**src/design/flash_read_pkg.sv**
```systemverilog
// constants shared by the program flash read port
package flash_read_pkg;

  // register indices; byte address is four times the index
  localparam logic [11:0] IDX_DATA_LOW  = 12'h10C;
  localparam logic [11:0] IDX_ADDR_LOW  = 12'h10D;
  localparam logic [11:0] IDX_DATA_HIGH = 12'h10E;
  localparam logic [11:0] IDX_ADDR_HIGH = 12'h10F;
  localparam logic [11:0] IDX_CONTROL   = 12'h18C;

  // word widths of the flash array and of the implemented high bytes
  localparam int unsigned FLASH_ADDR_W = 13;
  localparam int unsigned FLASH_DATA_W = 14;
  localparam int unsigned ADDR_HIGH_W  = 5;
  localparam int unsigned DATA_HIGH_W  = 6;

  // control register layout
  localparam int unsigned CTRL_TRIG_BIT = 0;
  localparam logic [7:0]  CTRL_FIXED    = 8'h80;

  // reset values
  localparam logic [7:0]  RST_BYTE      = 8'h00;
  localparam logic [31:0] RST_WORD      = 32'h0000_0000;

  // timing: core clocks per instruction cycle, instruction cycles per read
  localparam int unsigned DEF_CLKS_PER_INSTR = 4;
  localparam int unsigned READ_INSTR_CYCLES  = 2;

  // bus encodings
  localparam logic [1:0] HTRANS_NONSEQ = 2'h2;
  localparam logic       HRESP_OKAY    = 1'h0;

  // decoded register select of a bus transfer
  typedef enum logic [2:0] {
    SEL_NONE      = 3'b000,
    SEL_DATA_LOW  = 3'b001,
    SEL_ADDR_LOW  = 3'b010,
    SEL_DATA_HIGH = 3'b011,
    SEL_ADDR_HIGH = 3'b100,
    SEL_CONTROL   = 3'b101
  } reg_sel_t;

  typedef enum logic [0:0] {
    RD_IDLE  = 1'b0,
    RD_FETCH = 1'b1
  } read_state_t;

  typedef enum logic [1:0] {
    PG_IDLE  = 2'b00,
    PG_READ  = 2'b01,
    PG_WRITE = 2'b10
  } prog_state_t;

endpackage : flash_read_pkg

```
**src/design/program_flash_read_port.sv**
```systemverilog
// program flash read port: AHB-Lite registers, word fetch sequencer, programmer gate
//
// Overview of operation
// - setting control bit 0 starts word read
// - software only sets trigger; hardware clears it
// - fetch occupies the next two instruction cycles
// - data registers hold word until next read
// - data low/high bytes present 14-bit word
// - address high/low bytes form 13-bit address
// - unused upper data/address bits read zero
// - control bit 7 reads one, 6:1 zero
// - internal reads work under any code protection
// - code protection refuses external programmer access
// - flash accesses always transfer whole words
//
// The AHB-Lite interface to the registers is this design's own decision.
`timescale 1ns/10ps
`default_nettype none

module program_flash_read_port #(
  parameter int unsigned CLKS_PER_INSTR = flash_read_pkg::DEF_CLKS_PER_INSTR
) (
  input  wire logic        core_clk,
  input  wire logic        rst,
  // AHB-Lite slave
  input  wire logic        hsel,
  input  wire logic [31:0] haddr,
  input  wire logic [1:0]  htrans,
  input  wire logic        hwrite,
  input  wire logic [2:0]  hsize,
  input  wire logic [31:0] hwdata,
  input  wire logic        hready,
  output logic             hreadyout,
  output logic             hresp,
  output logic [31:0]      hrdata,
  // flash array port
  output logic [12:0]      flashAddr,
  output logic             flashRdEn,
  input  wire logic [13:0] flashRdData,
  output logic             flashWrEn,
  output logic [13:0]      flashWrData,
  // code protection and external programmer
  input  wire logic        codeProtect,
  input  wire logic        progReq,
  input  wire logic        progWrite,
  input  wire logic [12:0] progAddr,
  input  wire logic [13:0] progWdata,
  output logic             progAck,
  output logic             progRefused,
  output logic [13:0]      progRdata
);

  localparam int unsigned DIV_W = $clog2(CLKS_PER_INSTR + 1);
  localparam logic [DIV_W-1:0] DIV_LAST = DIV_W'(CLKS_PER_INSTR - 1);
  localparam logic [1:0] TICK_LAST = 2'(flash_read_pkg::READ_INSTR_CYCLES - 1);

  // register state
  logic [7:0]                                   dataLow_q;
  logic [flash_read_pkg::DATA_HIGH_W-1:0]       dataHigh_q;
  logic [7:0]                                   addrLow_q;
  logic [flash_read_pkg::ADDR_HIGH_W-1:0]       addrHigh_q;
  logic                                         trig_q;

  // bus pipeline
  logic                                         dphValid_q;
  logic                                         dphWrite_q;
  flash_read_pkg::reg_sel_t                     dphSel_q;
  logic                                         rdDone_q;
  logic [31:0]                                  hrdata_q;
  flash_read_pkg::reg_sel_t                     aphSel;
  logic [7:0]                                   readMux;

  // sequencer and flash port
  logic [DIV_W-1:0]                             div_q;
  logic                                         instrTick;
  flash_read_pkg::read_state_t                  rdState_q;
  logic [1:0]                                   tickCnt_q;
  flash_read_pkg::prog_state_t                  pgState_q;
  logic [12:0]                                  flashAddr_q;
  logic                                         flashRdEn_q;
  logic                                         flashWrEn_q;
  logic [13:0]                                  flashWrData_q;
  logic                                         progAck_q;
  logic                                         progRefused_q;
  logic [13:0]                                  progRdata_q;

  logic wrCtrl, trigSet, fetchStart, fetchDone, progTake;

  // address decode; anything not a register is SEL_NONE
  always_comb begin
    aphSel = flash_read_pkg::SEL_NONE;
    if (haddr[31:14] == 18'h00000 && haddr[1:0] == 2'h0) begin
      case (haddr[13:2])
        flash_read_pkg::IDX_DATA_LOW:  aphSel = flash_read_pkg::SEL_DATA_LOW;
        flash_read_pkg::IDX_ADDR_LOW:  aphSel = flash_read_pkg::SEL_ADDR_LOW;
        flash_read_pkg::IDX_DATA_HIGH: aphSel = flash_read_pkg::SEL_DATA_HIGH;
        flash_read_pkg::IDX_ADDR_HIGH: aphSel = flash_read_pkg::SEL_ADDR_HIGH;
        flash_read_pkg::IDX_CONTROL:   aphSel = flash_read_pkg::SEL_CONTROL;
        default:                       aphSel = flash_read_pkg::SEL_NONE;
      endcase
    end
  end

  // address phase capture
  always_ff @(posedge core_clk) begin
    if (rst) begin
      dphValid_q <= 1'b0;
      dphWrite_q <= 1'b0;
      dphSel_q   <= flash_read_pkg::SEL_NONE;
    end else if (hready) begin
      dphValid_q <= hsel && htrans == flash_read_pkg::HTRANS_NONSEQ;
      dphWrite_q <= hwrite;
      dphSel_q   <= aphSel;
    end
  end

  // reads take one wait state so a write just before is always seen
  always_ff @(posedge core_clk) begin
    if (rst) begin
      rdDone_q <= 1'b0;
      hrdata_q <= flash_read_pkg::RST_WORD;
    end else if (dphValid_q && !dphWrite_q && !rdDone_q) begin
      rdDone_q <= 1'b1;
      hrdata_q <= {24'h000000, readMux};
    end else begin
      rdDone_q <= 1'b0;
    end
  end

  always_comb begin
    case (dphSel_q)
      flash_read_pkg::SEL_DATA_LOW:  readMux = dataLow_q;
      flash_read_pkg::SEL_ADDR_LOW:  readMux = addrLow_q;
      flash_read_pkg::SEL_DATA_HIGH: readMux = {2'h0, dataHigh_q};
      flash_read_pkg::SEL_ADDR_HIGH: readMux = {3'h0, addrHigh_q};
      flash_read_pkg::SEL_CONTROL:   readMux = flash_read_pkg::CTRL_FIXED | {7'h00, trig_q};
      default:                       readMux = flash_read_pkg::RST_BYTE;
    endcase
  end

  assign hreadyout = !(dphValid_q && !dphWrite_q && !rdDone_q);
  assign hresp     = flash_read_pkg::HRESP_OKAY;
  assign hrdata    = hrdata_q;

  assign wrCtrl  = dphValid_q && dphWrite_q && dphSel_q == flash_read_pkg::SEL_CONTROL;
  assign trigSet = wrCtrl && hwdata[flash_read_pkg::CTRL_TRIG_BIT];

  // address bytes; bits above the 13-bit address are not stored
  always_ff @(posedge core_clk) begin
    if (rst) begin
      addrLow_q  <= flash_read_pkg::RST_BYTE;
      addrHigh_q <= '0;
    end else if (dphValid_q && dphWrite_q) begin
      if (dphSel_q == flash_read_pkg::SEL_ADDR_LOW) begin
        addrLow_q <= hwdata[7:0];
      end
      if (dphSel_q == flash_read_pkg::SEL_ADDR_HIGH) begin
        addrHigh_q <= hwdata[flash_read_pkg::ADDR_HIGH_W-1:0];
      end
    end
  end

  // trigger: a zero write does nothing, and a set beats the hardware clear
  always_ff @(posedge core_clk) begin
    if (rst) begin
      trig_q <= 1'b0;
    end else if (trigSet) begin
      trig_q <= 1'b1;
    end else if (fetchDone) begin
      trig_q <= 1'b0;
    end
  end

  // instruction cycle divider
  always_ff @(posedge core_clk) begin
    if (rst) begin
      div_q <= '0;
    end else if (div_q == DIV_LAST) begin
      div_q <= '0;
    end else begin
      div_q <= div_q + DIV_W'(1);
    end
  end

  assign instrTick = div_q == DIV_LAST;

  // a pending programmer cycle finishes first; core reads ignore protection
  assign fetchStart = rdState_q == flash_read_pkg::RD_IDLE && trig_q
                      && pgState_q == flash_read_pkg::PG_IDLE;
  assign fetchDone  = rdState_q == flash_read_pkg::RD_FETCH && instrTick
                      && tickCnt_q == TICK_LAST;
  assign progTake   = progReq && !trig_q && !progAck_q && !progRefused_q
                      && rdState_q == flash_read_pkg::RD_IDLE
                      && pgState_q == flash_read_pkg::PG_IDLE;

  always_ff @(posedge core_clk) begin
    if (rst) begin
      rdState_q <= flash_read_pkg::RD_IDLE;
      tickCnt_q <= 2'h0;
    end else begin
      case (rdState_q)
        flash_read_pkg::RD_IDLE: begin
          tickCnt_q <= 2'h0;
          if (fetchStart) begin
            rdState_q <= flash_read_pkg::RD_FETCH;
          end
        end
        flash_read_pkg::RD_FETCH: begin
          if (fetchDone) begin
            rdState_q <= flash_read_pkg::RD_IDLE;
          end else if (instrTick) begin
            tickCnt_q <= tickCnt_q + 2'h1;
          end
        end
        default: rdState_q <= flash_read_pkg::RD_IDLE;
      endcase
    end
  end

  // both bytes from one fetched word, untouched between reads
  always_ff @(posedge core_clk) begin
    if (rst) begin
      dataLow_q  <= flash_read_pkg::RST_BYTE;
      dataHigh_q <= '0;
    end else if (fetchDone) begin
      dataLow_q  <= flashRdData[7:0];
      dataHigh_q <= flashRdData[13:8];
    end
  end

  // programmer access: refused outright while protected
  always_ff @(posedge core_clk) begin
    if (rst) begin
      pgState_q     <= flash_read_pkg::PG_IDLE;
      progAck_q     <= 1'b0;
      progRefused_q <= 1'b0;
      progRdata_q   <= '0;
    end else begin
      progAck_q     <= 1'b0;
      progRefused_q <= 1'b0;
      case (pgState_q)
        flash_read_pkg::PG_IDLE: begin
          if (progTake && codeProtect) begin
            progRefused_q <= 1'b1;
          end else if (progTake) begin
            pgState_q <= progWrite ? flash_read_pkg::PG_WRITE : flash_read_pkg::PG_READ;
          end
        end
        flash_read_pkg::PG_READ: begin
          progRdata_q <= flashRdData;
          progAck_q   <= 1'b1;
          pgState_q   <= flash_read_pkg::PG_IDLE;
        end
        flash_read_pkg::PG_WRITE: begin
          progAck_q <= 1'b1;
          pgState_q <= flash_read_pkg::PG_IDLE;
        end
        default: pgState_q <= flash_read_pkg::PG_IDLE;
      endcase
    end
  end

  // flash port: address latched once so later address writes cannot tear a read
  always_ff @(posedge core_clk) begin
    if (rst) begin
      flashAddr_q   <= '0;
      flashRdEn_q   <= 1'b0;
      flashWrEn_q   <= 1'b0;
      flashWrData_q <= '0;
    end else begin
      flashWrEn_q <= 1'b0;
      if (fetchStart) begin
        flashAddr_q <= {addrHigh_q, addrLow_q};
        flashRdEn_q <= 1'b1;
      end else if (fetchDone) begin
        flashRdEn_q <= 1'b0;
      end else if (progTake && !codeProtect) begin
        flashAddr_q   <= progAddr;
        flashRdEn_q   <= !progWrite;
        flashWrEn_q   <= progWrite;
        flashWrData_q <= progWdata;
      end else if (pgState_q == flash_read_pkg::PG_READ) begin
        flashRdEn_q <= 1'b0;
      end
    end
  end

  assign flashAddr   = flashAddr_q;
  assign flashRdEn   = flashRdEn_q;
  assign flashWrEn   = flashWrEn_q;
  assign flashWrData = flashWrData_q;
  assign progAck     = progAck_q;
  assign progRefused = progRefused_q;
  assign progRdata   = progRdata_q;

  logic [7:0] fetchCyc_q;
  always_ff @(posedge core_clk) begin
    if (rst || rdState_q == flash_read_pkg::RD_IDLE) begin
      fetchCyc_q <= 8'h00;
    end else if (fetchCyc_q != 8'hFF) begin
      fetchCyc_q <= fetchCyc_q + 8'h01;
    end
  end
endmodule : program_flash_read_port

`default_nettype wire
```
**config.mk**
```make
export PLATFORM = sky130hd
export DESIGN_NAME = program_flash_read_port
export DESIGN_NICKNAME = d
export VERILOG_FILES = /design/src/design/flash_read_pkg.sv /design/src/design/program_flash_read_port.sv
export SDC_FILE = /design/constraint.sdc
export NUM_CORES = 1
export LEC_CHECK = 0
export BUFFER_PORTS_ARGS = -buffer_cell sky130_fd_sc_hd__buf_2
export CAP_MARGIN = 20
export CORE_ASPECT_RATIO = 2
export CORE_MARGIN = 10
export CORE_UTILIZATION = 45
export CTS_CLUSTER_SIZE = 20
export DETAILED_ROUTE_END_ITERATION = 16
export PLACE_DENSITY = 0.78
export SETUP_SLACK_MARGIN = 0.3
export SLEW_MARGIN = 5
export SYNTH_ARGS = -nofsm -noshare
export SYNTH_HDL_FRONTEND = slang
export SYNTH_SLANG_ARGS = --single-unit
```
**constraint.sdc**
```tcl
create_clock -name core_clk -period 2 [get_ports core_clk]
set_input_delay 0.5 -clock core_clk [delete_from_list [all_inputs] [get_ports core_clk]]
set_output_delay 0.5 -clock core_clk [all_outputs]
set_load 0.1 [all_outputs]
```
# Word level (Yosys, flattened, before mapping)
# Cells that the tools add are included.
[word_totals]
output_inout_bits = 79
elab_cells = 111
register_bits = 95
inputBits = 118
[classes]
mux = 22
eq_ne = 18
n_reduce_logical = 42
n_addsub = 2
n_bitwise = 6
[ops]
columns = ["cell", "n"]
rows = [
  ["equality test 12 x 9 -> 1 bit (second input constant)", 5],
  ["one-hot mux 8 bit (5 select lines)", 1],
  ["2-to-1 mux 13 bit", 3],
  ["logical AND 1 bit", 18],
  ["logical NOT 18 bit", 1],
  ["one-hot mux 3 bit (5 select lines)", 1],
  ["2-to-1 mux 1 bit", 11],
  ["AND reduction 2 bit", 5],
  ["equality test 3 x 2 -> 1 bit (second input constant)", 3],
  ["logical NOT 1 bit", 8],
  ["equality test 3 bit (second input constant)", 2],
  ["2-to-1 mux 2 bit", 3],
  ["!= test 2 bit (second input constant)", 3],
  ["inverter 1 bit", 6],
  ["OR reduction 2 bit", 3],
  ["equality test 2 x 1 -> 1 bit (second input constant)", 2],
  ["equality test 2 bit (second input constant)", 2],
  ["logical NOT 2 bit", 2],
  ["one-hot mux 2 bit (2 select lines)", 1],
  ["nonzero test 2 bit", 2],
  ["nonzero test 4 bit", 1],
  ["OR reduction 4 bit", 1],
  ["adder 3 x 1 -> 3 bit (second input constant)", 1],
  ["equality test 3 x 1 -> 1 bit (second input constant)", 1],
  ["other kinds (4)", 4],
]

# Longest topological paths before layout
# Gate-level depths: netlist of the first run.
[logic_depth]
depth_word = 10
depth_mapped = 8
ltp_nobuf = 6

# Worst setup path before layout of the first run
# OpenSTA, ideal clock, no wires.
[synth_timing]
path_kind = "reg-to-reg"
startpoint = "register progAck_q (netlist: progAck)"
endpoint = "register flashWrData_q[10] (netlist: flashWrData[10])"
t_required_ns = 1.868
synth_period_minus_slack_ns = 2.149
path_stages_with_launch = 7
setup_ns = 0.132
n_path_buf = 2
arrival_time_ns = 2.016
setup_slack_ns = -0.149
cell_sequence = "dfxtp_1 -> or4b_4 -> or3_1 -> buf_6 -> buf_8 -> nand2_1 -> a21oi_1"
[synth_via]
elab_chain_len = 7
[synth_rtl]
columns = ["element", "line_no", "text"]
rows = [
  ["start: declaration", "program_flash_read_port.sv:83", "logic progAck_q;"],
  ["start signal: assignment", "program_flash_read_port.sv:235", "progAck_q <= 1'b0;"],
  ["start signal: assignment", "program_flash_read_port.sv:239", "progAck_q <= 1'b0;"],
  ["start signal: assignment", "program_flash_read_port.sv:251", "progAck_q <= 1'b1;"],
  ["logical NOT 1 bit", "program_flash_read_port.sv:192", "assign progTake = progReq && !trig_q && !progAck_q && !progRefused_q"],
  ["logical AND 1 bit (2 in series)", "program_flash_read_port.sv:192", ""],
  ["logical AND 1 bit", "program_flash_read_port.sv:193", "&& rdState_q == flash_read_pkg::RD_IDLE"],
  ["logical AND 1 bit", "program_flash_read_port.sv:194", "&& pgState_q == flash_read_pkg::PG_IDLE;"],
  ["logical AND 1 bit", "program_flash_read_port.sv:277", "end else if (progTake && !codeProtect) begin"],
  ["AND reduction 3 bit (no line)", "-", ""],
  ["end signal: assignment", "program_flash_read_port.sv:281", "flashWrData_q <= progWdata;"],
  ["end: declaration", "program_flash_read_port.sv:82", "logic [13:0] flashWrData_q;"],
]
# No other way between the ends.
# A chain may end at the register's enable or synchronous reset.

# Worst setup path in the final report of the first run
[layout_timing]
startpoint = "register pgState_q[1]"
endpoint = "register flashRdEn_q (netlist: flashRdEn)"
[layout_via]
elab_chain_len = 6
elab_cells_between_ends = 9
classes_between = "1 x eq/ne; 3 x mux; 5 x reduce/logical"
[layout_rtl]
columns = ["element", "line_no", "text"]
rows = [
  ["start: declaration", "program_flash_read_port.sv:78", "flash_read_pkg::prog_state_t pgState_q;"],
  ["start signal: assignment", "program_flash_read_port.sv:234", "pgState_q <= flash_read_pkg::PG_IDLE;"],
  ["start signal: assignment", "program_flash_read_port.sv:246", "pgState_q <= progWrite ? flash_read_pkg::PG_WRITE : flash_read_pkg::PG_READ;"],
  ["start signal: assignment", "program_flash_read_port.sv:252", "pgState_q <= flash_read_pkg::PG_IDLE;"],
  ["logical NOT 2 bit", "program_flash_read_port.sv:189, program_flash_read_port.sv:194", ""],
  ["logical AND 1 bit", "program_flash_read_port.sv:194", ""],
  ["logical AND 1 bit", "program_flash_read_port.sv:277", ""],
  ["2-to-1 mux 1 bit", "program_flash_read_port.sv:277", ""],
  ["2-to-1 mux 1 bit", "program_flash_read_port.sv:275", "end else if (fetchDone) begin"],
  ["2-to-1 mux 1 bit", "program_flash_read_port.sv:272", "if (fetchStart) begin"],
  ["end signal: assignment", "program_flash_read_port.sv:279", "flashRdEn_q <= !progWrite;"],
  ["end: declaration", "program_flash_read_port.sv:80", "logic flashRdEn_q;"],
]
# Several ways; a longest one is shown, not always the timed one.

==> flow_metrics.env, run 1 <==
export IMPL_grt_max_degree=28
export IMPL_core_area_um2=8710
export IMPL_drv_cap=0
export IMPL_p_int_mw=3.21
export IMPL_synth_most_common_cell="dfxtp_1"
export IMPL_grtUsageTotal_pct=17.4
export IMPL_grt_pass1_wl_mm=18.6
export IMPL_antennaDiodeCount=0
export IMPL_crit_end="flashRdEn"
export IMPL_dp_hpwl_mm=9.08
export IMPL_final_antenna_net_count=0
export IMPL_ys_top_cells_by_count="dfxtp_1 (95), nand2_1 (79), a21oi_1 (47), nor2_1 (41), mux2i_1 (34)"
export IMPL_firstDrtPassIters=4
export IMPL_crit_fanout=4
export IMPL_htree_levels=3
export IMPL_routed_via_density=5.20
export IMPL_route_met2_wl_mm=6.17
export IMPL_die_area_um2=13400
export IMPL_overflow=0
export IMPL_cp_required_ps=2200
export IMPL_wirelength_mm=11.9
export IMPL_grt_setup_unrepaired="true"
export IMPL_p_total_mw=4.67
export IMPL_synth_area_um2=4030
export IMPL_slew_headroom_pct=65.3
export IMPL_synth_seq_cells=95
export IMPL_cts_tree="yes"
export IMPL_io_buffers=144
export IMPL_insertion_delay_ps=340
export IMPL_first_global_vias=3818
export IMPL_hold_ws_ps=395
export IMPL_nNetsFinal=723
export IMPL_yosysSeqAreaShare_pct=47.2
export IMPL_yosysTopAreaCell="dfxtp_1"
export IMPL_fin_crit_ps=1840
export IMPL_end_kind="flop"
export IMPL_timing_rr_start="pgState_q[1]"
export IMPL_fp_dieH_um=154
export IMPL_p_sw_mw=1.46
export IMPL_pin_count=197
export IMPL_p_seq_share_pct=42.4
export IMPL_worstHoldPathCells=3
export IMPL_cts_clk_slew_worst_paths_ps=70
export IMPL_status="completed"
export IMPL_ir_drop_uv=558
export IMPL_cts_root_buffer="clkbuf_16"
export IMPL_synth_top_area_share_pct=47.2
export IMPL_route_detailed_drc=0
export IMPL_yosys_warnings=0
export IMPL_p_sw_share_pct=31.3
export IMPL_fin_crit_sh_pct=92.1
export IMPL_powerDensity_nw_per_um2=886
export IMPL_synth_edf_count=0
export IMPL_clockBufferDepth=2
export IMPL_finalHoldViolCount=0
export IMPL_reg2reg_setup_slack_ps=160
export IMPL_async_flop_share_pct=0
export IMPL_r2r_worst_path_cells=7
export IMPL_p_leak_nw=2.27
export IMPL_fin_setup_tns_ps=0
export IMPL_cts_inserted_buffers=9
export IMPL_drive_gt1_share_pct=35.3
export IMPL_place_congestion=0.800
export IMPL_fmax_mhz=543
export IMPL_crit_type="flop to flop"
export IMPL_syn_inst=450
export IMPL_critical_path_startpoint="pgState_q[1]"
export IMPL_syn_area_per_cell_um2=8.96
export IMPL_m1WireLength_mm=4.02
export IMPL_fin_worst_skew_ps=10.4
export IMPL_numClockSinks=95
export IMPL_drtIter0Drc=225
export IMPL_worst_slew_pin_slew_ps=525
export IMPL_worst_setup_path_start_kind="flop"
export IMPL_route_met3_wl_mm=1.20
export IMPL_combPwrFrac_pct=20.8
export IMPL_arrival_ps=2050
export IMPL_worst_r2r_endpoint="flashRdEn"
export IMPL_rows=48
export IMPL_topRoutingLayerUsed="met4"
export IMPL_setup_viol=0
export IMPL_dr_total_vias=3663
export IMPL_detail_route_wl_per_cell_um=16.9
export IMPL_slew_violations=0
export IMPL_clkPwrFrac_pct=36.8
export IMPL_area_delta_synth_final_pct=30.9
export IMPL_hold_path_class="primary input to flop"
export IMPL_die_x_um=86.9
export IMPL_synth_distinct_cells=55
export IMPL_initial_core_util_pct=46.3
export IMPL_antenna_found_initial=0
export IMPL_netlist_top_cells_area="dfxtp_1 (47%), mux2i_1 (8.4%), nand2_1 (7.4%), a21oi_1 (5.8%), buf_4 (5.0%)"
export IMPL_synthFlopType="dfxtp_1"
[area by class of cell]
class,count,area (um2)
Tap cell,100,125
Clock buffer,13,262
Timing Repair Buffer,165,923
Inverter,7,30.0
Clock inverter,2,38.8
Sequential cell,95,1920
Multi-Input combinational cell,322,1980
Fill cell,757,3430
[worst max-delay path, cell delays in order, from the launching register on]
cell and delay, ps:
dfxtp_2 330, inv_2 70, ha_4 130, or4b_4 500, or3_4 370, buf_6 140, nand4b_1 80, a31oi_1 80
[timing repair]
action                                  in CTS  in global routing
hold buffers                                 0                  0
setup buffers                                4                  3
pin swaps                                    1                  2
gates cloned                                 2                  0
resized for setup                           14                  8
endpoints found under the setup margin      32                 41
[how the worst min path moves through the flow]
stage / startpoint / endpoint / slack, ps
after floorplan: div_q[0] / div_q[0] / 400
after global placement: div_q[0] / div_q[0] / 410
after detailed placement: div_q[0] / div_q[0] / 430
after CTS: progWdata[10] / flashWrData[10] / 380
after global routing: progWdata[5] / flashWrData[5] / 390
final: progWdata[4] / flashWrData[4] / 390
[placed cells by master (no fill, tap or decap), types with 2 or more instances in the layout]
| cell type | count |
|---|---|
| nor2_1 | 40 |
| dfxtp_2 | 5 |
| buf_2 | 143 |
| conb_1 | 25 |
| mux2i_1 | 34 |
| or3_1 | 2 |
| nor4_1 | 6 |
| o21ai_0 | 2 |
| or3b_2 | 2 |
| dfxtp_4 | 2 |
| nand2_1 | 74 |
| inv_2 | 2 |
| clkbuf_1 | 3 |
| nand2b_1 | 6 |
| ha_1 | 4 |
| a22o_1 | 4 |
| buf_4 | 15 |
| o22ai_1 | 4 |
| o31a_4 | 2 |
| nand2_2 | 6 |
| dfxtp_1 | 88 |
| nand4b_1 | 2 |
| clkbuf_16 | 10 |
| nand3_1 | 2 |
| nor3_1 | 4 |
| a21oi_1 | 44 |
| nor2b_1 | 6 |
| buf_8 | 2 |
| nor3_4 | 2 |
| buf_6 | 4 |
| a22oi_1 | 16 |
| nor4b_1 | 2 |
| xnor2_1 | 2 |
| a21oi_2 | 3 |
| inv_1 | 4 |
[stage by stage]
step | cell area (um2) | utilization (%) | setup slack (ps) | std cells
final | 5280 | 60.6 | 157 | 704
after global routing | 5280 | 60.6 | 65.1 | 704
after CTS | 5210 | 59.8 | 142 | 701
after detailed placement | 4810 | 55.2 | 53.1 | 680
after global placement | 4810 | 55.2 | 115 | 680
after floorplan | 4190 | - | 148 | 474
[layer usage]
layer  vias up  GRT usage [%]
li1       1806              -
met1      1647           16.0
met2       173           30.8
met3        37           7.20
met4         0           9.31
met5         -              0
[power by group through the flow]
stage,clock (mW),sequential [mW],combinational [mW]
2_1_floorplan,0,2.35,0.438
3_5_place_dp,0,2.02,0.921
5_1_grt,1.83,1.98,1.02
3_3_place_gp,0,2.02,0.909
4_1_cts,1.76,1.98,0.963
6_report,1.72,1.98,0.971
[logic make-up (layout without fill, tap and decap cells)]
group / after synthesis / after routing / synth area share (%)
adder cells (fa/ha/maj): 5 / 5 / 1.55
buffers and inverters: 58 / 187 / 8.48
XOR/XNOR: 2 / 2 / 0.435
flip-flops: 95 / 95 / 47.2
other: 1 / 25 / 0.0930
AO/OA/AOI/OAI: 88 / 89 / 13.8
multiplexers: 34 / 34 / 8.44
AND/OR/NAND/NOR: 167 / 167 / 20.0
[registers in the layout (all words and copies together), names as in the netlist, 2 cells and up]
name / count
flashWrData: 14
progRdata: 14
flashAddr: 13
addrLow_q: 8
dataLow_q: 8
hrdata: 8
dataHigh_q: 6
addrHigh_q: 5
div_q: 3
dphSel_q: 3
pgState_q: 2
tickCnt_q: 2
Power figures use the tool's default switching activity.
==> inputs of run 2 (changes only) <==
--- a/config.mk
+++ b/config.mk
@@ -9,12 +9,13 @@
 export CAP_MARGIN = 20
 export CORE_ASPECT_RATIO = 2
 export CORE_MARGIN = 10
-export CORE_UTILIZATION = 45
+export CORE_UTILIZATION = 46
 export CTS_CLUSTER_SIZE = 20
 export DETAILED_ROUTE_END_ITERATION = 16
-export PLACE_DENSITY = 0.78
+export MAX_ROUTING_LAYER = met4
+export PLACE_DENSITY = 0.8
 export SETUP_SLACK_MARGIN = 0.3
-export SLEW_MARGIN = 5
+export SLEW_MARGIN = 10
 export SYNTH_ARGS = -nofsm -noshare
 export SYNTH_HDL_FRONTEND = slang
 export SYNTH_SLANG_ARGS = --single-unit
==> run 2 against run 1 <==
Against the previous run: count of clock-buffer cells in the layout decreased by 2; cell count is 0.99% higher; largest power group unchanged; sequential share of layout area shrank 1.4 points; largest cell class unchanged.
==> flow_metrics.env, run 2 (synthesized netlist as in run 1, its figures left out) <==
export IMPL_status="completed"
export IMPL_grtUsageTotal_pct=18.1
export IMPL_holdCritStartpoint="progWdata[11]"
export IMPL_clockBufferDepth=2
export IMPL_fin_crit_ps=1900
export IMPL_grt_setup_unrepaired="true"
export IMPL_cts_hold_buf=0
export IMPL_worstHoldPathCells=3
export IMPL_slowest_stage="or4b_4"
export IMPL_first_global_vias=3935
export IMPL_drv_cap=0
export IMPL_drtIter0Drc=182
export IMPL_fmax_mhz=526
export IMPL_worst_slew_pin_slew_ps=548
export IMPL_arrival_ps=2120
export IMPL_pin_count=197
export IMPL_cp_slowest_stage_delay_ps=500
export IMPL_worst_setup_path_start_kind="flop"
export IMPL_grt_max_degree=29
export IMPL_cts_tree="yes"
export IMPL_crit_type="flop to flop"
export IMPL_cpLargestDelayFamily="simple AND/OR/NAND/NOR gates"
export IMPL_die_area_um2=13100
export IMPL_routed_via_density=5.30
export IMPL_numClockSinks=95
export IMPL_fin_crit_sh_pct=95.0
export IMPL_io_buffers=144
export IMPL_hold_path_class="primary input to flop"
export IMPL_htree_levels=3
export IMPL_slew_headroom_pct=63.4
export IMPL_setup_viol=0
export IMPL_route_detailed_drc=0
export IMPL_dr_total_vias=3768
export IMPL_core_area_um2=8590
export IMPL_powerDensity_nw_per_um2=841
export IMPL_final_antenna_net_count=0
export IMPL_cts_inserted_buffers=9
export IMPL_end_kind="flop"
export IMPL_overflow=0
export IMPL_antenna_found_initial=0
export IMPL_fin_setup_tns_ps=0
export IMPL_dp_hpwl_mm=9.13
export IMPL_cts_root_buffer="clkbuf_16"
export IMPL_cp_num_buf_inv=2
export IMPL_antennaDiodeCount=0
export IMPL_fin_area_um2=5500
export IMPL_reg2reg_setup_slack_ps=100
export IMPL_p_leak_nw=2.33
export IMPL_detail_route_wl_per_cell_um=17.0
export IMPL_insertion_delay_ps=340
export IMPL_r2r_worst_path_cells=7
export IMPL_path_cells="inv_2, ha_4, or4b_4, or3_4, buf_12, nor2_1, nor4_2"
export IMPL_holdPathEnd="flashWrData[11]"
export IMPL_nNetsFinal=729
export IMPL_timing_rr_start="pgState_q[1]"
export IMPL_rows=48
export IMPL_die_x_um=86.2
export IMPL_final_util_pct=64.0
export IMPL_placed_cell_area_um2=4830
export IMPL_worst_r2r_endpoint="flashAddr[12]"
export IMPL_initial_core_util_pct=46.9
export IMPL_area_delta_synth_final_pct=36.4
export IMPL_grt_pass1_wl_mm=19.0
export IMPL_wirelength_mm=12.1
export IMPL_finalHoldViolCount=0
export IMPL_slew_violations=0
export IMPL_drive_gt1_share_pct=39.4
export IMPL_layout_common_cells="buf_2 (143), dfxtp_1 (87), nand2_1 (71)"
export IMPL_final_common_cell="buf_2"
export IMPL_firstDrtPassIters=4
export IMPL_fin_worst_skew_ps=8.24
export IMPL_ir_drop_uv=564
export IMPL_cts_clk_slew_worst_paths_ps=70
export IMPL_place_congestion=0.837
export IMPL_fp_dieH_um=152
export IMPL_cp_required_ps=2220
export IMPL_crit_fanout=5
run 2: where the power goes:
group | leakage, nW | internal, mW | switching, mW
registers | 0.774 | 1.95 | 0.0317
clock network | 0.132 | 0.886 | 0.723
logic | 1.43 | 0.265 | 0.774
run 2: metrics by stage:
step,instances,power (mW),setup slack [ps],hold slack (ps)
floorplan,474,2.79,148,404
global placement,680,2.93,81.1,412
detailed placement,680,2.95,72.9,425
CTS,706,4.60,163,385
global route,711,4.80,25.5,393
finish,711,4.63,99.1,392
run 2: worst reg2reg max path, cell delays in order (launching register included):
cell and delay (ps):
dfxtp_2 330, inv_2 70, ha_4 120, or4b_4 500, or3_4 400, buf_12 160
nor2_1 130, nor4_2 60
run 2: area by class of cell:
cell class              count  area, um2
fillers                   691       3090
clock buffers              11        243
repair buffers            172       1070
multi-input cells         321       2070
inverters                   7       30.0
clock inverters             5       41.3
well taps                 100        125
flip-flops and latches     95       1920
run 2: worst max-delay path by stage:
stage | endpoint | start | depth (start not counted)
finish | flashAddr[12] | pgState_q[1] | 7
global placement | dphSel_q[1] | haddr[20] | 5
global route | flashAddr[12] | pgState_q[1] | 7
floorplan | flashWrData[10] | progAck | 6
detailed placement | dphSel_q[1] | haddr[20] | 5
CTS | hreadyout | dphValid_q | 3
run 2: per-layer routing:
metal / routed length (um) / global-route usage [%]
met1: 4360 / 17.7
met2: 6490 / 31.8
met3: 887 / 5.73
met4: 361 / 7.29
met5: 0 / -
run 2: what timing repair did:
| action | CTS | global route |
|---|---|---|
| pin swaps | 3 | 27 |
| hold endpoints to repair | 0 | 0 |
| buffers inserted | 8 | 3 |
| gates resized for setup | 12 | 35 |
| gates cloned | 2 | 2 |
| endpoints found under the setup margin | 32 | 42 |
==> inputs of run 3 (changes only) <==
--- a/config.mk
+++ b/config.mk
@@ -14,6 +14,7 @@
 export DETAILED_ROUTE_END_ITERATION = 16
 export MAX_ROUTING_LAYER = met4
 export PLACE_DENSITY = 0.8
+export REMOVE_ABC_BUFFERS = 1
 export SETUP_SLACK_MARGIN = 0.3
 export SLEW_MARGIN = 10
 export SYNTH_ARGS = -nofsm -noshare
==> run 3 against run 2 <==
Against the previous run: die area unchanged; count of clock-buffer cells in the layout decreased by 2; largest cell class unchanged; highest routed layer unchanged; critical path type unchanged; setup slack got worse by 27 ps.
==> flow_metrics.env, run 3 (synthesized netlist as in run 1, its figures left out) <==
export IMPL_status="completed"
export IMPL_hold_path_class="primary input to flop"
export IMPL_cts_clk_slew_worst_paths_ps=70
export IMPL_seq_area_um2=1910
export IMPL_cts_tree="yes"
export IMPL_use_met2_pct=31.9
export IMPL_cp_slowest_stage_delay_ps=470
export IMPL_cts_hold_buf=0
export IMPL_p_total_mw=4.83
export IMPL_powerDensity_nw_per_um2=888
export IMPL_routed_via_density=5.21
export IMPL_initial_core_util_pct=46.9
export IMPL_busiest_layer="met2"
export IMPL_path_cells="inv_2, ha_4, or4b_4, or3_4, bufbuf_16, nand2_1, a21oi_1"
export IMPL_grt_setup_unrepaired="true"
export IMPL_finalHoldViolCount=0
export IMPL_die_area_um2=13100
export IMPL_first_global_vias=3871
export IMPL_slowest_stage="or4b_4"
export IMPL_arrival_ps=2160
export IMPL_met3_usage_pct=4.23
export IMPL_ir_drop_uv=548
export IMPL_io_buffers=144
export IMPL_antenna_found_initial=0
export IMPL_gr_usage_met1_pct=16.7
export IMPL_placed_cell_area_um2=4770
export IMPL_p_leak_nw=2.36
export IMPL_final_common_cell="buf_2"
export IMPL_wirelength_mm=11.9
export IMPL_drive_gt1_share_pct=37.1
export IMPL_dr_total_vias=3693
export IMPL_rows=48
export IMPL_overflow=0
export IMPL_setup_viol=0
export IMPL_route_detailed_drc=0
export IMPL_worst_setup_path_start_kind="flop"
export IMPL_cp_required_ps=2230
export IMPL_detail_route_wl_per_cell_um=16.8
export IMPL_slew_headroom_pct=65.9
export IMPL_core_area_um2=8590
export IMPL_nNetsFinal=727
export IMPL_grt_max_degree=42
export IMPL_pin_count=197
export IMPL_dp_hpwl_mm=9.01
export IMPL_worst_slew_pin_slew_ps=515
export IMPL_cp_num_buf_inv=2
export IMPL_multi_input_area_um2=2000
export IMPL_drv_cap=0
export IMPL_layout_common_cells="buf_2 (144), dfxtp_1 (91), nand2_1 (75)"
export IMPL_insertion_delay_ps=340
export IMPL_cpLargestDelayFamily="simple AND/OR/NAND/NOR gates"
export IMPL_grtUsageTotal_pct=18.0
export IMPL_slew_violations=0
export IMPL_fin_crit_sh_pct=96.4
export IMPL_drtIter0Drc=161
export IMPL_end_kind="flop"
export IMPL_fin_crit_ps=1930
export IMPL_fp_dieH_um=152
export IMPL_cts_inserted_buffers=9
export IMPL_crit_type="flop to flop"
export IMPL_area_delta_synth_final_pct=35.0
export IMPL_place_congestion=0.851
export IMPL_fmax_mhz=519
export IMPL_clockBufferDepth=2
export IMPL_numClockSinks=95
export IMPL_fill_cells=739
export IMPL_grt_pass1_wl_mm=18.7
export IMPL_fin_worst_skew_ps=7.69
export IMPL_htree_levels=3
export IMPL_fin_setup_tns_ps=0
export IMPL_final_antenna_net_count=0
export IMPL_fin_area_um2=5440
export IMPL_die_x_um=86.2
export IMPL_firstDrtPassIters=4
export IMPL_crit_fanout=9
export IMPL_cts_root_buffer="clkbuf_16"
export IMPL_antennaDiodeCount=0
run 3: changes by cell type in the layout (fill, tap and decap cells not counted), moves of 4 or more:
cell,before,now
nand2_4,5,1
buf_4,18,14
nand2_1,71,75
dfxtp_1,87,91
run 3: power by group:
group	total, mW	internal, mW	switching, mW
clock	1.83	1.10	0.726
combinational	1.03	0.263	0.765
sequential	1.98	1.95	0.0287
total	4.83	3.31	1.52
run 3: worst min-delay path: cells and delay by family:
kind	cells	cell delay [ps]
simple gates	1	70
mux	1	50
buf+inv	1	70
run 3: path summary, 6_finish.rpt:
check / from / endpoint / slack, ps / cells after the start
setup reg to reg: pgState_q[1] / flashWrData[1] / 70 / 7
hold / removal: hwdata[7] / addrLow_q[7] / 390 / 3
setup / recovery: pgState_q[1] / flashWrData[1] / 70 / 7
hold reg to reg: div_q[0] / div_q[0] / 430 / 1
run 3: repair_timing:
| item | 4_1_cts | 5_1_grt |
|---|---|---|
| pin swaps | 4 | 22 |
| gates resized for setup | 29 | 14 |
| gates cloned | 3 | 1 |
| setup buffers | 7 | 3 |
| endpoints found under the setup margin | 32 | 41 |
run 3: area by class of cell:
class | count | area share (%)
Clock buffer | 9 | 4.14
Clock inverter | 7 | 1.77
Multi-Input combinational cell | 321 | 36.8
Sequential cell | 95 | 35.1
Timing Repair Buffer | 170 | 19.5
Tap cell | 100 | 2.30
Inverter | 7 | 0.483
run 3: per-stage QoR:
stage,hold slack (ps),utilization [%],setup slack (ps),cells
2_1_floorplan,400,-,-605,423
5_1_grt,395,63.3,27.6,709
4_1_cts,379,61.9,115,705
3_5_place_dp,420,55.6,-0.389,679
6_report,391,63.3,72.0,709
3_3_place_gp,412,55.6,101,679
run 3: metal layers:
layer | vias to the layer above | routed length, um
li1 | 1817 | -
met1 | 1714 | 4100
met2 | 134 | 6640
met3 | 28 | 774
met4 | 0 | 381
met5 | - | 0
